$ cat config.mk
export PLATFORM = sky130hd
export DESIGN_NAME = cpre_top
export DESIGN_NICKNAME = d
export VERILOG_FILES = /design/src/cpre_pkg.sv /design/src/cpre_res_if.sv /design/src/cpre_calc.sv /design/src/cpre_top.sv
export SDC_FILE = /design/constraint.sdc
export NUM_CORES = 2
export LEC_CHECK = 0
export BUFFER_PORTS_ARGS = -buffer_cell sky130_fd_sc_hd__buf_2
export CAP_MARGIN = 40
export CORE_UTILIZATION = 60
export CTS_CLUSTER_SIZE = 14
export DETAILED_ROUTE_END_ITERATION = 8
export GPL_TIMING_DRIVEN = 0
export PLACE_DENSITY = 0.8
export SLEW_MARGIN = 30
export SYNTH_ARGS = -nofsm -noshare
export SYNTH_HDL_FRONTEND = slang
export SYNTH_SLANG_ARGS = --single-unit
$ cat constraint.sdc
create_clock -name clk_i -period 5.6 [get_ports clk_i]
set_input_delay 1.12 -clock clk_i [delete_from_list [all_inputs] [get_ports clk_i]]
set_output_delay 1.12 -clock clk_i [all_outputs]
set_load 0.01 [all_outputs]
$ cat src/cpre_pkg.sv
// constants and types shared by the current/power result engine
//------------------------------------------------------------------
// What this block does
// rail code weight fixed, independent of scaling
// rail result top bit always reads zero
// power equals current times rail over 20000
// power step is 25 current steps
// current equals shunt times scale over 2048
// current and power need a loaded scale
// unscaled current and power stay zero
// reset setup selects continuous shunt and rail
// all registers reload defaults on reset
// master owns clock, access, start, stop
// start is data falling while clock high
// address sampled on rise, bit eight direction
// addressed device pulls data low ninth pulse
// eight bits plus acknowledge, change clock low
// data change during clock high is start/stop
// stop is data rising while clock high
// stalled transaction released after 28 ms
// pins only pull low or release
// write is address, pointer, two data bytes
// sixteen-bit values go high byte first
// truncate toward zero, recompute per conversion
// result registers ignore writes but acknowledge
//------------------------------------------------------------------
package cpre_pkg;
  // register pointers
  localparam logic [7:0] PTR_SETUP   = 8'h00;
  localparam logic [7:0] PTR_SHUNT   = 8'h01;
  localparam logic [7:0] PTR_RAIL    = 8'h02;
  localparam logic [7:0] PTR_POWER   = 8'h03;
  localparam logic [7:0] PTR_CURRENT = 8'h04;
  localparam logic [7:0] PTR_SCALE   = 8'h05;
  // reset values; setup default runs shunt and rail continuously
  localparam logic [15:0] SETUP_RST = 16'h4127;
  localparam logic [15:0] ZERO_RST  = 16'h0000;
  // arithmetic
  localparam logic signed [32:0] CUR_DIV = 33'sh0_0000_0800;
  localparam logic [31:0]        PWR_DIV = 32'h0000_4e20;
  // bus
  localparam logic [6:0] DEV_ADDR  = 7'h40;
  localparam logic [3:0] BITS_BYTE = 4'h8;
  localparam logic [3:0] BIT_LAST  = 4'h7;
  // timing
  localparam int CLK_HZ  = 25_000_000;
  localparam int TMO_MS  = 28;
  localparam int TMO_CYC = CLK_HZ / 1000 * TMO_MS;
  // bus engine phases and byte positions
  typedef enum logic [2:0] {
    ST_IDLE, ST_RX, ST_ACK, ST_TX, ST_MACK
  } cpre_st_t;
  typedef enum logic [1:0] {
    BY_ADDR, BY_PTR, BY_MSB, BY_LSB
  } cpre_byte_t;
endpackage

$ cat src/cpre_res_if.sv
// interface between the bus/register logic and the result engine
`timescale 1ns/100ps
`default_nettype none
interface cpre_res_if;
  logic        conv_done;
  logic [15:0] shunt_in;
  logic [15:0] rail_in;
  logic [15:0] scale;
  logic        scale_set;
  logic [15:0] shunt;
  logic [15:0] rail;
  logic [15:0] current;
  logic [15:0] power;
  modport regs (output conv_done, shunt_in, rail_in, scale, scale_set,
                input shunt, rail, current, power);
  modport engine (input conv_done, shunt_in, rail_in, scale, scale_set,
                  output shunt, rail, current, power);
endinterface // cpre_res_if
`default_nettype wire

$ cat src/cpre_calc.sv
// result engine: latches conversions and scales current and power
`timescale 1ns/100ps
`default_nettype none
module cpre_calc (
  // clock and synchronised reset
  input  wire logic   clk_i,
  input  wire logic   rst_n_i,
  // results and their sources
  cpre_res_if.engine  res
);
  logic [15:0]        shunt_r, rail_r, cur_r, pwr_r;
  logic [15:0]        shunt_nxt, rail_nxt, cur_nxt, pwr_nxt;
  logic signed [32:0] prod, quo;
  logic [15:0]        cur16;
  logic [16:0]        mag;
  logic [31:0]        pprod, pquo;

  // recompute both results from the fresh pair in the cycle it lands
  always_comb begin
    shunt_nxt = shunt_r;
    rail_nxt  = rail_r;
    cur_nxt   = cur_r;
    pwr_nxt   = pwr_r;
    // signed division truncates toward zero, a shift would floor
    prod  = $signed(res.shunt_in) * $signed({1'b0, res.scale});
    quo   = prod / cpre_pkg::CUR_DIV;
    cur16 = quo[15:0];
    mag   = cur16[15] ? 17'({1'b0, ~cur16} + 17'h0_0001) : {1'b0, cur16};
    // rail code passes unscaled; power step is 25 current steps
    pprod = mag * res.rail_in[14:0];
    pquo  = pprod / cpre_pkg::PWR_DIV;
    if (res.conv_done) begin
      shunt_nxt = res.shunt_in;
      rail_nxt  = {1'b0, res.rail_in[14:0]};
      cur_nxt   = res.scale_set ? cur16 : cpre_pkg::ZERO_RST;
      pwr_nxt   = res.scale_set ? pquo[15:0] : cpre_pkg::ZERO_RST;
    end
  end

  // result registers
  always_ff @(posedge clk_i or negedge rst_n_i) begin
    if (!rst_n_i) begin
      shunt_r <= cpre_pkg::ZERO_RST;
      rail_r  <= cpre_pkg::ZERO_RST;
      cur_r   <= cpre_pkg::ZERO_RST;
      pwr_r   <= cpre_pkg::ZERO_RST;
    end else begin
      shunt_r <= shunt_nxt;
      rail_r  <= rail_nxt;
      cur_r   <= cur_nxt;
      pwr_r   <= pwr_nxt;
    end
  end

  assign res.shunt   = shunt_r;
  assign res.rail    = rail_r;
  assign res.current = cur_r;
  assign res.power   = pwr_r;

  logic [16:0] cmag;
  assign cmag = cur_r[15] ? 17'({1'b0, ~cur_r} + 17'h0_0001)
                          : {1'b0, cur_r};
endmodule // cpre_calc
`default_nettype wire

$ cat src/cpre_top.sv
// two-wire slave, register file and result engine of the monitor
`timescale 1ns/100ps
`default_nettype none
module cpre_top #(
  parameter int TMO_CYCLES = cpre_pkg::TMO_CYC
) (
  // clock and reset
  input  wire logic        clk_i,
  input  wire logic        arst_n_i,
  // two-wire bus pins, open drain
  input  wire logic        scl_i,
  output logic             scl_o,
  output logic             scl_oe_n_o,
  input  wire logic        sda_i,
  output logic             sda_o,
  output logic             sda_oe_n_o,
  // converter side
  input  wire logic [15:0] shunt_code_i,
  input  wire logic [15:0] rail_code_i,
  input  wire logic        conv_done_i,
  output logic      [15:0] setup_o
);
  localparam int TW = $clog2(TMO_CYCLES + 1);

  //------------------------------------------------------------
  // reset release and pin synchronisers
  //------------------------------------------------------------
  logic rst_q, rst_n;
  logic scl_m, scl_s, scl_d, sda_m, sda_s, sda_d;

  // reset releases two edges after the pin rises
  always_ff @(posedge clk_i or negedge arst_n_i) begin
    if (!arst_n_i) begin
      rst_q <= 1'b0;
      rst_n <= 1'b0;
    end else begin
      rst_q <= 1'b1;
      rst_n <= rst_q;
    end
  end

  // first stages feed only the second; idle bus reads high
  always_ff @(posedge clk_i or negedge rst_n) begin
    if (!rst_n) begin
      {scl_m, scl_s, scl_d} <= 3'h7;
      {sda_m, sda_s, sda_d} <= 3'h7;
    end else begin
      {scl_m, scl_s, scl_d} <= {scl_i, scl_m, scl_s};
      {sda_m, sda_s, sda_d} <= {sda_i, sda_m, sda_s};
    end
  end

  logic scl_rise, scl_fall, start_det, stop_det;
  // any data edge while clock stays high is start or stop
  assign scl_rise  = scl_s & ~scl_d;
  assign scl_fall  = ~scl_s & scl_d;
  assign start_det = scl_s & scl_d & sda_d & ~sda_s;
  assign stop_det  = scl_s & scl_d & ~sda_d & sda_s;

  //------------------------------------------------------------
  // bus engine
  //------------------------------------------------------------
  cpre_pkg::cpre_st_t   st_r, st_nxt;
  cpre_pkg::cpre_byte_t by_r, by_nxt;
  logic [3:0]  bit_r, bit_nxt;
  logic [7:0]  sh_r, sh_nxt, msb_r, msb_nxt, ptr_r, ptr_nxt;
  logic [15:0] rd_r, rd_nxt, rd_val;
  logic        rw_r, rw_nxt, drv_r, drv_nxt, lsb_r, lsb_nxt;
  logic        ack_r, ack_nxt, wr_go, tmo_hit;
  logic [TW-1:0] tmo_r, tmo_nxt;
  logic [7:0]  nb;
  logic [15:0] setup_r, setup_nxt, scale_r, scale_nxt;
  logic        set_r, set_nxt;

  cpre_res_if res ();

  // read mux; unmapped pointers read zero
  always_comb begin
    unique case (ptr_r)
      cpre_pkg::PTR_SETUP:   rd_val = setup_r;
      cpre_pkg::PTR_SHUNT:   rd_val = res.shunt;
      cpre_pkg::PTR_RAIL:    rd_val = res.rail;
      cpre_pkg::PTR_POWER:   rd_val = res.power;
      cpre_pkg::PTR_CURRENT: rd_val = res.current;
      cpre_pkg::PTR_SCALE:   rd_val = scale_r;
      default:               rd_val = cpre_pkg::ZERO_RST;
    endcase
  end

  // next bus state; start and stop win over any phase
  always_comb begin
    st_nxt  = st_r;
    by_nxt  = by_r;
    bit_nxt = bit_r;
    sh_nxt  = sh_r;
    msb_nxt = msb_r;
    ptr_nxt = ptr_r;
    rd_nxt  = rd_r;
    rw_nxt  = rw_r;
    drv_nxt = drv_r;
    lsb_nxt = lsb_r;
    ack_nxt = ack_r;
    wr_go   = 1'b0;
    // high byte first, then low, then high again on repeated reads
    nb      = lsb_r ? rd_r[7:0] : rd_r[15:8];
    // the stall clock restarts on every clock edge of the bus
    tmo_hit = (tmo_r == TW'(TMO_CYCLES));
    if (st_r == cpre_pkg::ST_IDLE || scl_rise || scl_fall)
      tmo_nxt = '0;
    else
      tmo_nxt = TW'(tmo_r + 1'b1);
    if (start_det) begin
      st_nxt  = cpre_pkg::ST_RX;
      by_nxt  = cpre_pkg::BY_ADDR;
      bit_nxt = '0;
      drv_nxt = 1'b0;
    end else if (stop_det || tmo_hit) begin
      st_nxt  = cpre_pkg::ST_IDLE;
      drv_nxt = 1'b0;
    end else begin
      unique case (st_r)
        cpre_pkg::ST_IDLE: ;
        cpre_pkg::ST_RX: begin
          if (scl_rise) begin
            sh_nxt  = {sh_r[6:0], sda_s};
            bit_nxt = bit_r + 4'h1;
          end else if (scl_fall && bit_r == cpre_pkg::BITS_BYTE) begin
            bit_nxt = '0;
            if (by_r == cpre_pkg::BY_ADDR) begin
              if (sh_r[7:1] == cpre_pkg::DEV_ADDR) begin
                st_nxt  = cpre_pkg::ST_ACK;
                drv_nxt = 1'b1;
                rw_nxt  = sh_r[0];
                rd_nxt  = rd_val;
                lsb_nxt = 1'b0;
                by_nxt  = cpre_pkg::BY_PTR;
              end else begin
                st_nxt  = cpre_pkg::ST_IDLE;
              end
            end else begin
              st_nxt  = cpre_pkg::ST_ACK;
              drv_nxt = 1'b1;
              unique case (by_r)
                cpre_pkg::BY_PTR: begin
                  ptr_nxt = sh_r;
                  by_nxt  = cpre_pkg::BY_MSB;
                end
                cpre_pkg::BY_MSB: begin
                  msb_nxt = sh_r;
                  by_nxt  = cpre_pkg::BY_LSB;
                end
                default: begin
                  wr_go   = 1'b1;
                  by_nxt  = cpre_pkg::BY_MSB;
                end
              endcase
            end
          end
        end
        cpre_pkg::ST_ACK: if (scl_fall) begin
          if (rw_r) begin
            st_nxt  = cpre_pkg::ST_TX;
            sh_nxt  = nb;
            drv_nxt = ~nb[7];
            lsb_nxt = ~lsb_r;
          end else begin
            st_nxt  = cpre_pkg::ST_RX;
            drv_nxt = 1'b0;
          end
        end
        cpre_pkg::ST_TX: if (scl_fall) begin
          if (bit_r == cpre_pkg::BIT_LAST) begin
            st_nxt  = cpre_pkg::ST_MACK;
            bit_nxt = '0;
            drv_nxt = 1'b0;
          end else begin
            bit_nxt = bit_r + 4'h1;
            sh_nxt  = {sh_r[6:0], 1'b0};
            drv_nxt = ~sh_r[6];
          end
        end
        cpre_pkg::ST_MACK: begin
          if (scl_rise)
            ack_nxt = ~sda_s;
          else if (scl_fall) begin
            if (ack_r) begin
              st_nxt  = cpre_pkg::ST_TX;
              sh_nxt  = nb;
              drv_nxt = ~nb[7];
              lsb_nxt = ~lsb_r;
            end else begin
              st_nxt  = cpre_pkg::ST_IDLE;
            end
          end
        end
      endcase
    end
  end

  // bus engine registers
  always_ff @(posedge clk_i or negedge rst_n) begin
    if (!rst_n) begin
      st_r  <= cpre_pkg::ST_IDLE;
      by_r  <= cpre_pkg::BY_ADDR;
      bit_r <= '0;
      sh_r  <= '0;
      msb_r <= '0;
      ptr_r <= cpre_pkg::PTR_SETUP;
      rd_r  <= '0;
      rw_r  <= 1'b0;
      drv_r <= 1'b0;
      lsb_r <= 1'b0;
      ack_r <= 1'b0;
      tmo_r <= '0;
    end else begin
      st_r  <= st_nxt;
      by_r  <= by_nxt;
      bit_r <= bit_nxt;
      sh_r  <= sh_nxt;
      msb_r <= msb_nxt;
      ptr_r <= ptr_nxt;
      rd_r  <= rd_nxt;
      rw_r  <= rw_nxt;
      drv_r <= drv_nxt;
      lsb_r <= lsb_nxt;
      ack_r <= ack_nxt;
      tmo_r <= tmo_nxt;
    end
  end

  //------------------------------------------------------------
  // writable registers
  //------------------------------------------------------------
  // result pointers take the write and acknowledge, nothing stored
  always_comb begin
    setup_nxt = setup_r;
    scale_nxt = scale_r;
    set_nxt   = set_r;
    if (wr_go && ptr_r == cpre_pkg::PTR_SETUP)
      setup_nxt = {msb_r, sh_r};
    if (wr_go && ptr_r == cpre_pkg::PTR_SCALE) begin
      scale_nxt = {msb_r, sh_r};
      set_nxt   = 1'b1;
    end
  end

  // volatile; defaults come back on every reset
  always_ff @(posedge clk_i or negedge rst_n) begin
    if (!rst_n) begin
      setup_r <= cpre_pkg::SETUP_RST;
      scale_r <= cpre_pkg::ZERO_RST;
      set_r   <= 1'b0;
    end else begin
      setup_r <= setup_nxt;
      scale_r <= scale_nxt;
      set_r   <= set_nxt;
    end
  end

  assign res.conv_done = conv_done_i;
  assign res.shunt_in  = shunt_code_i;
  assign res.rail_in   = rail_code_i;
  assign res.scale     = scale_r;
  assign res.scale_set = set_r;

  cpre_calc u_calc (
    .clk_i   (clk_i),
    .rst_n_i (rst_n),
    .res     (res.engine)
  );

  // pins only pull low; the clock line is never driven
  assign sda_o      = 1'b0;
  assign sda_oe_n_o = ~drv_r;
  assign scl_o      = 1'b0;
  assign scl_oe_n_o = 1'b1;
  assign setup_o    = setup_r;
endmodule // cpre_top
`default_nettype wire

==> results.cfg <==
[floorplanning]
initial_core_util = 0.608
rows = 84
dieArea_um2 = 54200
ios = 57
core_area_um2 = 52600
die_h_um = 233
die_x_um = 233

[yosys]
synthesis.area_um2 = 31900
synth_edf_count = 0
synthFlopType = dfrtp_1
synth.top_cells.by_area = fa_1 (24%), dfrtp_1 (13%), ha_1 (8.8%), inv_1 (6.0%), and2_1 (5.6%)
yosysMostFrequentCell = inv_1
synth-seq-area-share = 0.139
synth_area_leader_cell = fa_1
synth_common_cells = inv_1 (512), nand2_1 (418), fa_1 (387)
async_flop_share = 1.00
ys_seq_elements = 177
syn_avg_cell_area_um2 = 8.66
synth_top_area_share = 0.243
synth_cells = 3690
yosysUniqueCellTypes = 121
yosys_warnings = 0

[timing]
fin_skew_ps = 18.6
fmax_ghz = 0.0329
fin_crit_ps = 30410
slew_viol_final = 0
final.setup.tns_ps = -340020
fin_crit_sh = 5.43
worst_slew_pin_slew_ps = 1320
relSlewSlack = 0.116
setup-violations-final = 32
hold_viol = 0
rsz0062_at_grt = yes
fin_ws_ps = -24810

[status]
status = finished with violations
violations = setup timing

[clock_network]
cts_buffer_depth = 2
clkTransAtPathRegs_ps = 70
htreeDepth = 4
clk_latency_ps = 450
clockRootBuffer = clkbuf_16
postCtsHoldBufs = 0
cts_tree = done
cts_sinks = 177
cts-buffers-inserted = 17

[placed_design]
port_buffers = 48
hpwl_um = 70900
gp_congestion = 0.962
place_inst = 4452
pre_cts_ws_ps = -27650

[worst_setup_path]
end_kind = flip-flop
r2r_start = res.scale[8]
critPathKind = in2reg
crit_slowest_cell = fa_1
cp-start-kind = input port
slowest_delay_ps = 570
worstPathArrival_ps = 30780
worst-path-buf-inv = 28
cp-startpoint = shunt_code_i[4]
crit_path_max_fanout = 10
crit_path_frequent_cell = buf_4
cp.required_ps = 5980
cp_top_family = compound AO/OA/AOI/OAI gates

[grt]
antenna_found_initial = 10
grt_pass1_wl_um = 161000
grt_pass1_vias = 30600
track_usage = 0.376
grt_max_degree = 52
grt_overflow = 0

[route]
drt_iter0_drc = 3519
ant_nets = 0
post_drt_wl_per_cell_um = 23.4
num_vias = 31900
drcViolationCount = 0
dr.pass1.iters = 8
vias_per_cell = 6.64
routed_wl_um = 113000

[cells_and_area]
n_fill_cell = 3234
area_growth_pct = 25.8
fin_util = 0.765
stdcell_count = 4806
drive_gt1_frac = 0.266
final_net_count = 4746

[job]
drv_cap = 0

[worst_hold_path]
hold_path.class = reg2async
-- path summary, 6_finish.rpt --
kind | to | slack, ps | depth (start not counted)
max in group asynchronous | setup_o[14] | 4330 | 2
max | u_calc.res.power[1] | -24810 | 123
max reg2reg | u_calc.res.power[1] | -24780 | 121
min reg2reg | tmo_r[10] | 290 | 0
min | tmo_r[10] | 290 | 0
min in group clk_i | rst_n | 360 | 0
-- what timing repair did --
action / in CTS / in global routing
pin swaps: 173 / 174
setup buffers: 203 / 118
gates resized for setup: 365 / 228
gates cloned: 2 / 1
setup endpoints to repair: 32 / 32
-- metrics by stage --
step / hold WS [ps] / cell area (µm²)
after floorplan: 331 / 33000
after global placement: 336 / 34100
after detailed placement: 318 / 34200
after CTS: 321 / 38200
after global routing: 339 / 40200
final: 294 / 40200
-- placed cells by master, fill, tap and decap left out, drive strengths merged, types with 14 or more instances in the layout --
cell type | synthesis | routed
ha | 225 | 225
mux2 | 97 | 97
a21oi | 147 | 147
clkbuf | 119 | 122
o21ai | 126 | 126
o2bb2ai | 16 | 16
a21o | 21 | 21
o21a | 22 | 22
xor2 | 45 | 45
a211oi | 41 | 41
a221oi | 18 | 18
nor2 | 168 | 168
or2 | 14 | 14
inv | 512 | 519
nand2 | 420 | 420
and2 | 286 | 286
o211ai | 31 | 31
nor3 | 57 | 57
mux2i | 41 | 41
o21bai | 27 | 27
and3 | 36 | 36
nor4 | 23 | 23
or3 | 32 | 32
a22oi | 26 | 26
nand2b | 25 | 25
xnor2 | 110 | 110
nand4 | 31 | 31
a22o | 27 | 27
buf | 34 | 420
o221ai | 15 | 15
nand3 | 77 | 77
fa | 387 | 387
a31oi | 38 | 38
dfrtp | 165 | 165
conb | 2 | 19
-- state kept, by name, indices dropped and copies added (netlist names), 2 cells and up --
signal and cells:
res.scale 16, msb_r 8, u_calc.res.shunt 16, u_calc.res.power 16, ptr_r 8, u_calc.res.current 16
setup_o 16, sh_r 8, tmo_r 20, u_calc.res.rail 15, st_r 3, by_r 2
bit_r 4, rd_r 16
-- layer usage --
layer | GRT usage | share of wire
met5 | 0 | 0.00024
met4 | 0.173 | 0.083
met3 | 0.0636 | 0.11
met2 | 0.626 | 0.46
met1 | 0.479 | 0.34
-- worst register-to-register path: cells and delay by family (launching register included) --
| family | cells | cell delay (ps) |
|---|---|---|
| AND/OR/NAND/NOR | 29 | 6530 |
| flip-flops | 1 | 640 |
| adder cells (fa/ha/maj) | 15 | 7220 |
| AO/OA/AOI/OAI | 40 | 9090 |
| XOR/XNOR | 9 | 2330 |
| buffers and inverters | 26 | 3860 |
| multiplexers | 2 | 690 |
-- cell type report --
| class | count | area, µm² | share of cell area |
|---|---|---|---|
| antenna | 8 | 20.0 | 0.000498 |
| buffer | 140 | 956 | 0.0238 |
| clock buffer | 18 | 429 | 0.0107 |
| clock inverter | 14 | 183 | 0.00455 |
| inverter | 512 | 1920 | 0.0479 |
| multi-input combinational | 2865 | 28300 | 0.704 |
| sequential | 177 | 4460 | 0.111 |
| tap | 688 | 861 | 0.0214 |
| timing repair buffer | 384 | 3060 | 0.0761 |
-- kinds of logic after synthesis --
| family | count (synthesis) | share of synthesized area |
|---|---|---|
| AO/OA/AOI/OAI | 716 | 0.165 |
| XOR/XNOR | 155 | 0.0432 |
| adder cells (fa/ha/maj) | 618 | 0.332 |
| buffers and inverters | 665 | 0.0801 |
| flip-flops | 177 | 0.139 |
| multiplexers | 138 | 0.0472 |
| other | 2 | 0.000235 |
| AND/OR/NAND/NOR | 1219 | 0.193 |
Power is left out: the tool's default activity adds up to more than one toggle a clock period on the data nets, which glitch-free logic cannot reach.
